===== config.mk =====
export PLATFORM = sky130hd
export DESIGN_NAME = ecctmr_timer
export DESIGN_NICKNAME = d
export VERILOG_FILES = /design/src/ecctmr_pkg.sv /design/src/ecctmr_timer.sv
export SDC_FILE = /design/constraint.sdc
export NUM_CORES = 1
export LEC_CHECK = 0
export BUFFER_PORTS_ARGS = -buffer_cell sky130_fd_sc_hd__clkbuf_2
export CORE_MARGIN = 3
export CORE_UTILIZATION = 53
export CTS_CLUSTER_DIAMETER = 40
export DETAILED_ROUTE_END_ITERATION = 8
export PLACE_DENSITY = 0.84
export SETUP_SLACK_MARGIN = 0.02
export SLEW_MARGIN = 20
export SYNTH_ARGS = -nofsm -noshare
export SYNTH_HDL_FRONTEND = slang
export SYNTH_HIERARCHICAL = 1
export SYNTH_SLANG_ARGS = --single-unit

===== constraint.sdc =====
create_clock -name core_clk_in -period 2.2 [get_ports core_clk_in]
set_input_delay 0.55 -clock core_clk_in [delete_from_list [all_inputs] [get_ports core_clk_in]]
set_output_delay 0.55 -clock core_clk_in [all_outputs]
set_load 0.005 [all_outputs]

===== src/ecctmr_pkg.sv =====
// Constants and carrier types shared by the edge-cleared capture/compare timer.
package ecctmr_pkg;

  // ****************************************
  // Register map (byte addresses)
  // ****************************************
  localparam int unsigned ADDR_W = 5;
  localparam logic [4:0] OFS_MODE = 5'h00;
  localparam logic [4:0] OFS_PRESCALE = 5'h04;
  localparam logic [4:0] OFS_CAPCTL = 5'h08;
  localparam logic [4:0] OFS_OUTCTL = 5'h0c;
  localparam logic [4:0] OFS_COUNT = 5'h10;
  localparam logic [4:0] OFS_CR0 = 5'h14;
  localparam logic [4:0] OFS_CR1 = 5'h18;

  // ****************************************
  // Reset values
  // ****************************************
  localparam logic [7:0] RST_CTL8 = 8'h00;
  localparam logic [15:0] RST_CNT16 = 16'h0000;

  // ****************************************
  // Field positions
  // ****************************************
  localparam int unsigned OVF_BIT = 0;
  localparam int unsigned TOGGLE_BIT = 1;
  localparam int unsigned MODE_LSB = 2;
  localparam int unsigned CLKSEL_LSB = 0;
  localparam int unsigned ES0_LSB = 4;
  localparam int unsigned ES1_LSB = 6;
  localparam int unsigned CAP0_BIT = 0;
  localparam int unsigned REV_BIT = 1;
  localparam int unsigned CAP1_BIT = 2;
  localparam int unsigned TOE_BIT = 0;
  localparam int unsigned TOM0_BIT = 1;
  localparam int unsigned TOM1_BIT = 4;

  // ****************************************
  // Encodings and timing counts
  // ****************************************
  localparam logic [1:0] ES_FALL = 2'h0;
  localparam logic [1:0] ES_RISE = 2'h1;
  localparam logic [1:0] ES_BOTH = 2'h3;
  localparam logic [1:0] CKS_DIV_A = 2'h0;
  localparam logic [1:0] CKS_DIV_B = 2'h1;
  localparam logic [1:0] CKS_DIV_C = 2'h2;
  localparam int unsigned PRS_DIV_DEF = 4;
  localparam logic [7:0] CNT_MASK_B = 8'h03;
  localparam logic [7:0] CNT_MASK_C = 8'hff;

  typedef enum logic [1:0] {MODE_STOP, MODE_FREE, MODE_EDGE_CLR, MODE_MATCH_CLR} ecctmr_mode_e;

  typedef struct packed {
    logic rise;
    logic fall;
  } ecctmr_edge_s;

  typedef struct packed {
    ecctmr_mode_e mode;
    logic edge_toggle_enable;
    logic [1:0] clk_sel;
    logic [1:0] primary_edge_sel;
    logic [1:0] secondary_edge_sel;
    logic cap0;
    logic reverse_phase_capture;
    logic cap1;
    logic out_enable;
    logic tog_match0;
    logic tog_match1;
  } ecctmr_cfg_s;

endpackage


===== src/ecctmr_timer.sv =====
// Edge-cleared capture/compare timer with its input filters and Avalon-MM register slave.
// Operation
// - Mode 10: count, clear on primary edge
// - Inputs need two equal samples per edge
// - Compare matches raise irq zero, irq one
// - Capture zero on secondary or reverse phase
// - Primary valid edge captures register one
// - Counter clears after primary edge capture
// - Toggle on matches, optionally on clear
// - Clear toggle plus match gives pulse
// - Clear on rising, capture falling edge
// - Reverse phase capture raises no interrupt
// - Both-edge primary captures, clears, toggles
// - Compare match changes the counter only in mode 11: match zero clears it
// - Zero takes either pin, one primary
// - Mode 01: free run, overflow flag
// - Overflow flag sticks until software clears
// - Free run supports all register uses
//
// Chosen here: the register offsets and register access over Avalon-MM.
`timescale 1ns/1ps
`default_nettype none

module ecctmr_edge_filt (
  input wire logic core_clk_in, // Core clock.
  input wire logic resetn_in, // Synchronous reset, active low.
  input wire logic pin_in, // Asynchronous timer pin.
  input wire logic sample_en_in, // Sampling clock enable.
  output ecctmr_pkg::ecctmr_edge_s edge_out // Accepted edge pulses.
);
  import ecctmr_pkg::*;

  logic sync1_reg;
  logic sync2_reg;
  logic samp_reg;
  logic lvl_reg;
  logic primed_reg;
  logic stable;

  assign stable = sample_en_in && (samp_reg == sync2_reg);

  // The first stable level after reset only seeds the filter, so a pin held high raises no edge when PRS_DIV is 3 or more.
  always_ff @(posedge core_clk_in) begin
    if (!resetn_in) begin
      sync1_reg <= 1'b0;
      sync2_reg <= 1'b0;
      samp_reg <= 1'b0;
      lvl_reg <= 1'b0;
      primed_reg <= 1'b0;
      edge_out <= '0;
    end else begin
      sync1_reg <= pin_in;
      sync2_reg <= sync1_reg;
      edge_out <= '0;
      if (sample_en_in) begin
        samp_reg <= sync2_reg;
      end
      if (stable && !primed_reg) begin
        primed_reg <= 1'b1;
        lvl_reg <= sync2_reg;
      end else if (stable && lvl_reg != sync2_reg) begin
        lvl_reg <= sync2_reg;
        edge_out.rise <= sync2_reg;
        edge_out.fall <= !sync2_reg;
      end
    end
  end

endmodule

module ecctmr_timer #(
  parameter int unsigned PRS_DIV = ecctmr_pkg::PRS_DIV_DEF
) (
  input wire logic core_clk_in, // Core clock, 250 MHz.
  input wire logic resetn_in, // Synchronous reset, active low.
  input wire logic [ecctmr_pkg::ADDR_W-1:0] avs_address_in, // Byte address.
  input wire logic avs_read_in, // Read request.
  input wire logic avs_write_in, // Write request.
  input wire logic [31:0] avs_writedata_in, // Write data.
  input wire logic [3:0] avs_byteenable_in, // Byte lanes.
  output logic [31:0] avs_readdata_out, // Read data.
  output logic avs_waitrequest_out, // Stall while high.
  input wire logic primary_timer_input_in, // Primary timer pin.
  input wire logic secondary_timer_input_in, // Secondary timer pin.
  output logic timer_output_pin_out, // Timer output pin.
  output logic irq_reg_zero_out, // Register zero event pulse.
  output logic irq_reg_one_out // Register one event pulse.
);
  import ecctmr_pkg::*;

  // ****************************************
  // Registers and configuration view
  // ****************************************
  logic [7:0] timer_mode_control_reg;
  logic [7:0] prescaler_mode_reg;
  logic [7:0] capcmp_control_reg;
  logic [7:0] output_control_reg;
  logic [15:0] up_counter_reg;
  logic [15:0] up_counter_next;
  logic [15:0] capcmp_reg_zero_reg;
  logic [15:0] capcmp_reg_one_reg;
  logic overflow_flag_reg;
  logic out_level_reg;
  logic ack_reg;
  ecctmr_cfg_s cfg;

  assign cfg.mode = ecctmr_mode_e'(timer_mode_control_reg[MODE_LSB +: 2]);
  assign cfg.edge_toggle_enable = timer_mode_control_reg[TOGGLE_BIT];
  assign cfg.clk_sel = prescaler_mode_reg[CLKSEL_LSB +: 2];
  assign cfg.primary_edge_sel = prescaler_mode_reg[ES0_LSB +: 2];
  assign cfg.secondary_edge_sel = prescaler_mode_reg[ES1_LSB +: 2];
  assign cfg.cap0 = capcmp_control_reg[CAP0_BIT];
  assign cfg.reverse_phase_capture = capcmp_control_reg[REV_BIT];
  assign cfg.cap1 = capcmp_control_reg[CAP1_BIT];
  assign cfg.out_enable = output_control_reg[TOE_BIT];
  assign cfg.tog_match0 = output_control_reg[TOM0_BIT];
  assign cfg.tog_match1 = output_control_reg[TOM1_BIT];

  // ****************************************
  // Prescaler and count clock enables
  // ****************************************
  logic [15:0] prs_cnt_reg;
  logic [7:0] cdiv_reg;
  logic sample_en;
  logic tick_a;
  logic tick_b;
  logic tick_c;

  assign sample_en = (prs_cnt_reg == 16'(PRS_DIV - 1));
  assign tick_a = sample_en;
  assign tick_b = sample_en && ((cdiv_reg & CNT_MASK_B) == CNT_MASK_B);
  assign tick_c = sample_en && (cdiv_reg == CNT_MASK_C);

  always_ff @(posedge core_clk_in) begin
    if (!resetn_in) begin
      prs_cnt_reg <= '0;
      cdiv_reg <= '0;
    end else begin
      prs_cnt_reg <= sample_en ? 16'h0000 : prs_cnt_reg + 16'h0001;
      if (sample_en) begin
        cdiv_reg <= cdiv_reg + 8'h01;
      end
    end
  end

  // ****************************************
  // Filtered pin edges
  // ****************************************
  ecctmr_edge_s pri_edge;
  ecctmr_edge_s sec_edge;

  ecctmr_edge_filt u_pri_filt (
    .core_clk_in(core_clk_in),
    .resetn_in(resetn_in),
    .pin_in(primary_timer_input_in),
    .sample_en_in(sample_en),
    .edge_out(pri_edge)
  );

  ecctmr_edge_filt u_sec_filt (
    .core_clk_in(core_clk_in),
    .resetn_in(resetn_in),
    .pin_in(secondary_timer_input_in),
    .sample_en_in(sample_en),
    .edge_out(sec_edge)
  );

  logic pri_valid;
  logic pri_reverse;
  logic sec_valid;

  assign pri_valid = (cfg.primary_edge_sel == ES_RISE && pri_edge.rise) ||
                     (cfg.primary_edge_sel == ES_FALL && pri_edge.fall) ||
                     (cfg.primary_edge_sel == ES_BOTH && (pri_edge.rise || pri_edge.fall));
  assign pri_reverse = (cfg.primary_edge_sel == ES_RISE && pri_edge.fall) ||
                       (cfg.primary_edge_sel == ES_FALL && pri_edge.rise);
  assign sec_valid = (cfg.secondary_edge_sel == ES_RISE && sec_edge.rise) ||
                     (cfg.secondary_edge_sel == ES_FALL && sec_edge.fall) ||
                     (cfg.secondary_edge_sel == ES_BOTH && (sec_edge.rise || sec_edge.fall));

  // ****************************************
  // Counter events
  // ****************************************
  logic running;
  logic cnt_tick;
  logic edge_clear;
  logic match_clear;
  logic match0;
  logic match1;
  logic cap0_take;
  logic cap1_take;
  logic irq0_evt;
  logic irq1_evt;
  logic toggle_evt;
  logic wrap;

  assign running = (cfg.mode != MODE_STOP);
  // edge as count clock clears continually in mode 10
  assign cnt_tick = running && ((cfg.clk_sel == CKS_DIV_A) ? tick_a :
                                (cfg.clk_sel == CKS_DIV_B) ? tick_b :
                                (cfg.clk_sel == CKS_DIV_C) ? tick_c : pri_valid);
  assign edge_clear = (cfg.mode == MODE_EDGE_CLR) && pri_valid;
  assign match0 = cnt_tick && !cfg.cap0 && (up_counter_reg == capcmp_reg_zero_reg);
  assign match1 = cnt_tick && !cfg.cap1 && (up_counter_reg == capcmp_reg_one_reg);
  assign match_clear = (cfg.mode == MODE_MATCH_CLR) && match0;
  assign cap0_take = running && cfg.cap0 &&
                     (cfg.reverse_phase_capture ? pri_reverse : sec_valid);
  assign cap1_take = running && cfg.cap1 && pri_valid;
  assign irq0_evt = cfg.cap0 ? (running && sec_valid) : match0;
  assign irq1_evt = cfg.cap1 ? cap1_take : match1;
  // toggle on matches or clearing edge
  assign toggle_evt = (cfg.tog_match0 && match0) || (cfg.tog_match1 && match1) ||
                      (cfg.edge_toggle_enable && edge_clear);
  assign wrap = cnt_tick && (up_counter_reg == 16'hffff) && !edge_clear && !match_clear;

  // compare match leaves the count alone except in mode 11, where match zero clears it
  always_comb begin
    up_counter_next = up_counter_reg;
    if (!running) begin
      up_counter_next = RST_CNT16;
    end else if (edge_clear || match_clear) begin
      up_counter_next = RST_CNT16;
    end else if (cnt_tick) begin
      up_counter_next = up_counter_reg + 16'h0001;
    end
  end

  // ****************************************
  // Bus slave decode
  // ****************************************
  logic req;
  logic wr_en;
  logic sel_mode;
  logic sel_prs;
  logic sel_capctl;
  logic sel_outctl;
  logic sel_cr0;
  logic sel_cr1;
  logic ovf_sw_clear;
  logic [31:0] rd_mux;
  logic [15:0] wdata16_cr0;
  logic [15:0] wdata16_cr1;

  // One wait state: the read mux is latched first, the answer comes on the next edge.
  assign req = avs_read_in || avs_write_in;
  assign avs_waitrequest_out = req && !ack_reg;
  assign wr_en = avs_write_in && ack_reg;
  assign sel_mode = wr_en && avs_address_in == OFS_MODE && avs_byteenable_in[0];
  assign sel_prs = wr_en && avs_address_in == OFS_PRESCALE && avs_byteenable_in[0];
  assign sel_capctl = wr_en && avs_address_in == OFS_CAPCTL && avs_byteenable_in[0];
  assign sel_outctl = wr_en && avs_address_in == OFS_OUTCTL && avs_byteenable_in[0];
  assign sel_cr0 = wr_en && avs_address_in == OFS_CR0;
  assign sel_cr1 = wr_en && avs_address_in == OFS_CR1;
  assign ovf_sw_clear = sel_mode && !avs_writedata_in[OVF_BIT];
  assign wdata16_cr0 = {avs_byteenable_in[1] ? avs_writedata_in[15:8] : capcmp_reg_zero_reg[15:8],
                        avs_byteenable_in[0] ? avs_writedata_in[7:0] : capcmp_reg_zero_reg[7:0]};
  assign wdata16_cr1 = {avs_byteenable_in[1] ? avs_writedata_in[15:8] : capcmp_reg_one_reg[15:8],
                        avs_byteenable_in[0] ? avs_writedata_in[7:0] : capcmp_reg_one_reg[7:0]};

  always_comb begin
    case (avs_address_in)
      OFS_MODE: rd_mux = {24'h000000, timer_mode_control_reg[7:1], overflow_flag_reg};
      OFS_PRESCALE: rd_mux = {24'h000000, prescaler_mode_reg};
      OFS_CAPCTL: rd_mux = {24'h000000, capcmp_control_reg};
      OFS_OUTCTL: rd_mux = {24'h000000, output_control_reg};
      OFS_COUNT: rd_mux = {16'h0000, up_counter_reg};
      OFS_CR0: rd_mux = {16'h0000, capcmp_reg_zero_reg};
      OFS_CR1: rd_mux = {16'h0000, capcmp_reg_one_reg};
      default: rd_mux = 32'h00000000;
    endcase
  end

  always_ff @(posedge core_clk_in) begin
    if (!resetn_in) begin
      ack_reg <= 1'b0;
      avs_readdata_out <= 32'h00000000;
    end else begin
      ack_reg <= req && !ack_reg;
      if (avs_read_in && !ack_reg) begin
        avs_readdata_out <= rd_mux;
      end
    end
  end

  // ****************************************
  // Control registers
  // ****************************************
  always_ff @(posedge core_clk_in) begin
    if (!resetn_in) begin
      timer_mode_control_reg <= RST_CTL8;
      prescaler_mode_reg <= RST_CTL8;
      capcmp_control_reg <= RST_CTL8;
      output_control_reg <= RST_CTL8;
    end else begin
      if (sel_mode) begin
        timer_mode_control_reg <= {avs_writedata_in[7:1], 1'b0};
      end
      if (sel_prs) begin
        prescaler_mode_reg <= avs_writedata_in[7:0];
      end
      if (sel_capctl) begin
        capcmp_control_reg <= avs_writedata_in[7:0];
      end
      if (sel_outctl) begin
        output_control_reg <= avs_writedata_in[7:0];
      end
    end
  end

  // ****************************************
  // Counter, captures and overflow
  // ****************************************
  // A capture on the same edge as a software write wins, so a measured value is never lost.
  always_ff @(posedge core_clk_in) begin
    if (!resetn_in) begin
      up_counter_reg <= RST_CNT16;
      capcmp_reg_zero_reg <= RST_CNT16;
      capcmp_reg_one_reg <= RST_CNT16;
      overflow_flag_reg <= 1'b0;
    end else begin
      up_counter_reg <= up_counter_next;
      if (cap0_take) begin
        capcmp_reg_zero_reg <= up_counter_reg;
      end else if (sel_cr0) begin
        capcmp_reg_zero_reg <= wdata16_cr0;
      end
      if (cap1_take) begin
        capcmp_reg_one_reg <= up_counter_reg;
      end else if (sel_cr1) begin
        capcmp_reg_one_reg <= wdata16_cr1;
      end
      // sticky flag, set wins over clear
      overflow_flag_reg <= wrap || (overflow_flag_reg && !ovf_sw_clear);
    end
  end

  // ****************************************
  // Output pin and event pulses
  // ****************************************
  // clear toggle plus match toggle
  always_ff @(posedge core_clk_in) begin
    if (!resetn_in) begin
      out_level_reg <= 1'b0;
      irq_reg_zero_out <= 1'b0;
      irq_reg_one_out <= 1'b0;
    end else begin
      if (!cfg.out_enable) begin
        out_level_reg <= 1'b0;
      end else if (toggle_evt) begin
        out_level_reg <= !out_level_reg;
      end
      irq_reg_zero_out <= irq0_evt;
      irq_reg_one_out <= irq1_evt;
    end
  end

  // free run with any register use
  assign timer_output_pin_out = out_level_reg;

endmodule

`default_nettype wire


==> metrics.txt <==
post-synth cell types 56; Die Y-Extent 121.1 µm; fraction of layout cells with a size suffix above 1 19.31%; CP required 2.55 ns; Post-synth EDFFs 0; Clock Power Share 50.6%; clk slew on worst S/H paths 0.05 ns; antenna violations before repair 0; Port Buffers 48; commonest non-fill, non-tap cells in the layout dfxtp_1 (137), nand2_1 (89), nand3_1 (69); mapped cell area 7023 µm²; Final min period 2.129 ns; Achievable Freq 0.4696 GHz; most used cell, CP and4_1; power density cells 677.2 nW/µm²; Rows 41; setup TNS 0 ns; CTS tree built; Slew @ Worst Pin 0.5916 ns; drt pass-1 iters 8; area grow syn2layout 18.96%; Initial Utilization 54.98%; Final Hold Vio Count 0; Ports 83; Post-Synthesis Cells 793; H-tree Lvls 4; slowest CP cell dfxtp_1; final setup fails 0; pin count of the biggest net entering global routing 55; fin. max-slew vios 0; clock latency on the worst-skew pair 0.42 ns; vias after detailed routing 6303; CP peak stage delay 0.54 ns; Max Cap Viol 0; DR iter-0 viols 824; post-synthesis sequential area ratio 39.34%; CP endpoint kind flop; Seq pwr share 44.8%; die area 14670 µm²; CP max FO 8; Slew headroom 60.56%; P_sw 1.210 mW; post-route cell area 8354 µm²; first-pass GRT wire length 29840 µm; Total GRT Usage 25.66%; status complete, no violations; Crit Path Category flop to flop; Worst Path Buf+Inv 0; TritonCTS Buffers 17; global route overflow 0; clock root buffer clkbuf_16; top_reg_cell synth dfxtp_1; Worst Setup Start Kind flop; post-synthesis area per instance 8.856 µm²; vias in the first global route 5949; Clock Sinks 138; delay-heaviest family, CP simple AND/OR/NAND/NOR gates; placement-stage cell area 7680 µm²; Comb pwr share 4.6%; Critical Path AT 2.48 ns; commonest non-fill, non-tap cell in the layout dfxtp_1; DRT antenna net count 0; Core Area 12770 µm²; fin crit share 96.79%; GPL Wtd Cong 0.9910; Layout Nets 908; Detailed Place HPWL 12640 µm; Hold Crit Class primary input to flop; Internal 4.448 mW; DRC errors left 0; maximum root-to-sink buffer count 2; number of diodes 0; flop and latch count out of synthesis 138; switching share of power 21.38%; Worst Clk Skew 0.006879 ns; routed vias/inst 6.049; Die X 121.1 µm; leak pwr 3.335 nW; wire length per cell 18.01 µm; Synth async-reset ratio 0%; Max VDD drop 722.1 µV; cells along the critical path and4_1 > and4_1 > and2_1 > nand4_1 > or4_4 > a21oi_2; Routed WL 18760 µm; Yosys Warn Count 6
what timing repair did:
action / 4_1_cts / 5_1_grt
hold buffers: 0 / 0
buffers inserted: 0 / 1
endpoints found under the setup margin: 0 / 20
hold endpoints to repair: 0 / 0
gates resized for setup: 0 / 16
final cells by class:
type	instances	area, µm²
clock inverter	8	118.9
timing repair buffer	104	773.2
sequential	138	2764
inverter	7	26.28
multi-input combinational	590	3989
tap	172	215.2
clock buffer	23	467.9
fill	988	4419
cell usage after synthesis (15+ instances only):
| cell type | instances | area (µm²) |
|---|---|---|
| a21boi_0 | 27 | 202.7 |
| a22oi_1 | 24 | 180.2 |
| buf_2 | 15 | 75.07 |
| buf_4 | 23 | 172.7 |
| clkbuf_1 | 32 | 120.1 |
| dfxtp_1 | 138 | 2763 |
| mux2i_1 | 37 | 370.4 |
| nand2_1 | 89 | 334.1 |
| nand3_1 | 69 | 345.3 |
| nand4_1 | 20 | 125.1 |
| nor2_1 | 39 | 146.4 |
| nor2b_1 | 30 | 187.7 |
| o211a_1 | 32 | 320.3 |
| o21ai_0 | 15 | 75.07 |
| xnor2_1 | 52 | 455.4 |
| xor2_1 | 15 | 131.4 |
stage by stage:
stage	setup slack, ns	cells	power (mW)	hold slack [ns]	utilization (%)
floorplan	0.06424	808	2.742	0.4258	-
global placement	0.02790	1010	2.829	0.4272	60.12
detailed placement	-0.02034	1010	2.834	0.4314	60.12
CTS	0.07869	1041	5.674	0.3371	64.72
global route	-0.04012	1042	5.816	0.3466	65.40
finish	0.07054	1042	5.658	0.3446	65.40
power groups by stage:
stage	combinational, mW	clock (mW)	sequential (mW)
6_report	0.262	2.86	2.53
5_1_grt	0.280	3.00	2.53
4_1_cts	0.250	2.89	2.53
3_5_place_dp	0.247	0	2.59
3_3_place_gp	0.243	0	2.59
2_1_floorplan	0.159	0	2.58
worst register-to-register path, stage by stage (launching register included):
cell	delay [ns]
dfxtp_1	0.54
and4_1	0.30
and4_1	0.26
and2_1	0.19
nand4_1	0.19
or4_4	0.46
a21oi_2	0.14
path summary, 6_finish.rpt:
check / start / endpoint / slack (ns) / cells after the start
worst min-delay path: secondary_timer_input_in / u_sec_filt/sync1_reg$_SDFF_PN0_ / 0.34 / 2
worst max register to register: up_counter_reg[2]$_SDFFE_PP0N_ / up_counter_reg[15]$_SDFFE_PP0N_ / 0.07 / 6
worst max-delay path: up_counter_reg[2]$_SDFFE_PP0N_ / up_counter_reg[15]$_SDFFE_PP0N_ / 0.07 / 6
worst min register to register: u_pri_filt/sync1_reg$_SDFF_PN0_ / u_pri_filt/sync2_reg$_SDFF_PN0_ / 0.44 / 1
metal layers:
layer  vias to the layer above  track usage (%)  part of all wire (%)
li1                       2923                -                     -
met1                      2940            32.80                    40
met2                       368            40.95                    47
met3                        72            6.807                   9.4
met4                         0            10.84                   3.5
met5                         -                0                     0
cells by family after synthesis:
kind of cell	count (synthesis)	share of synthesized area [%]
DFF	138	39.34
buffers and inverters	80	5.879
AOI/OAI and AO/OA	141	16.23
other	1	0.05340
and+or+nand+nor	326	24.34
xor gates and xnor gates	67	8.356
adders and majority gates	3	0.5345
muxes	37	5.274
Power figures use the tool's default switching activity.
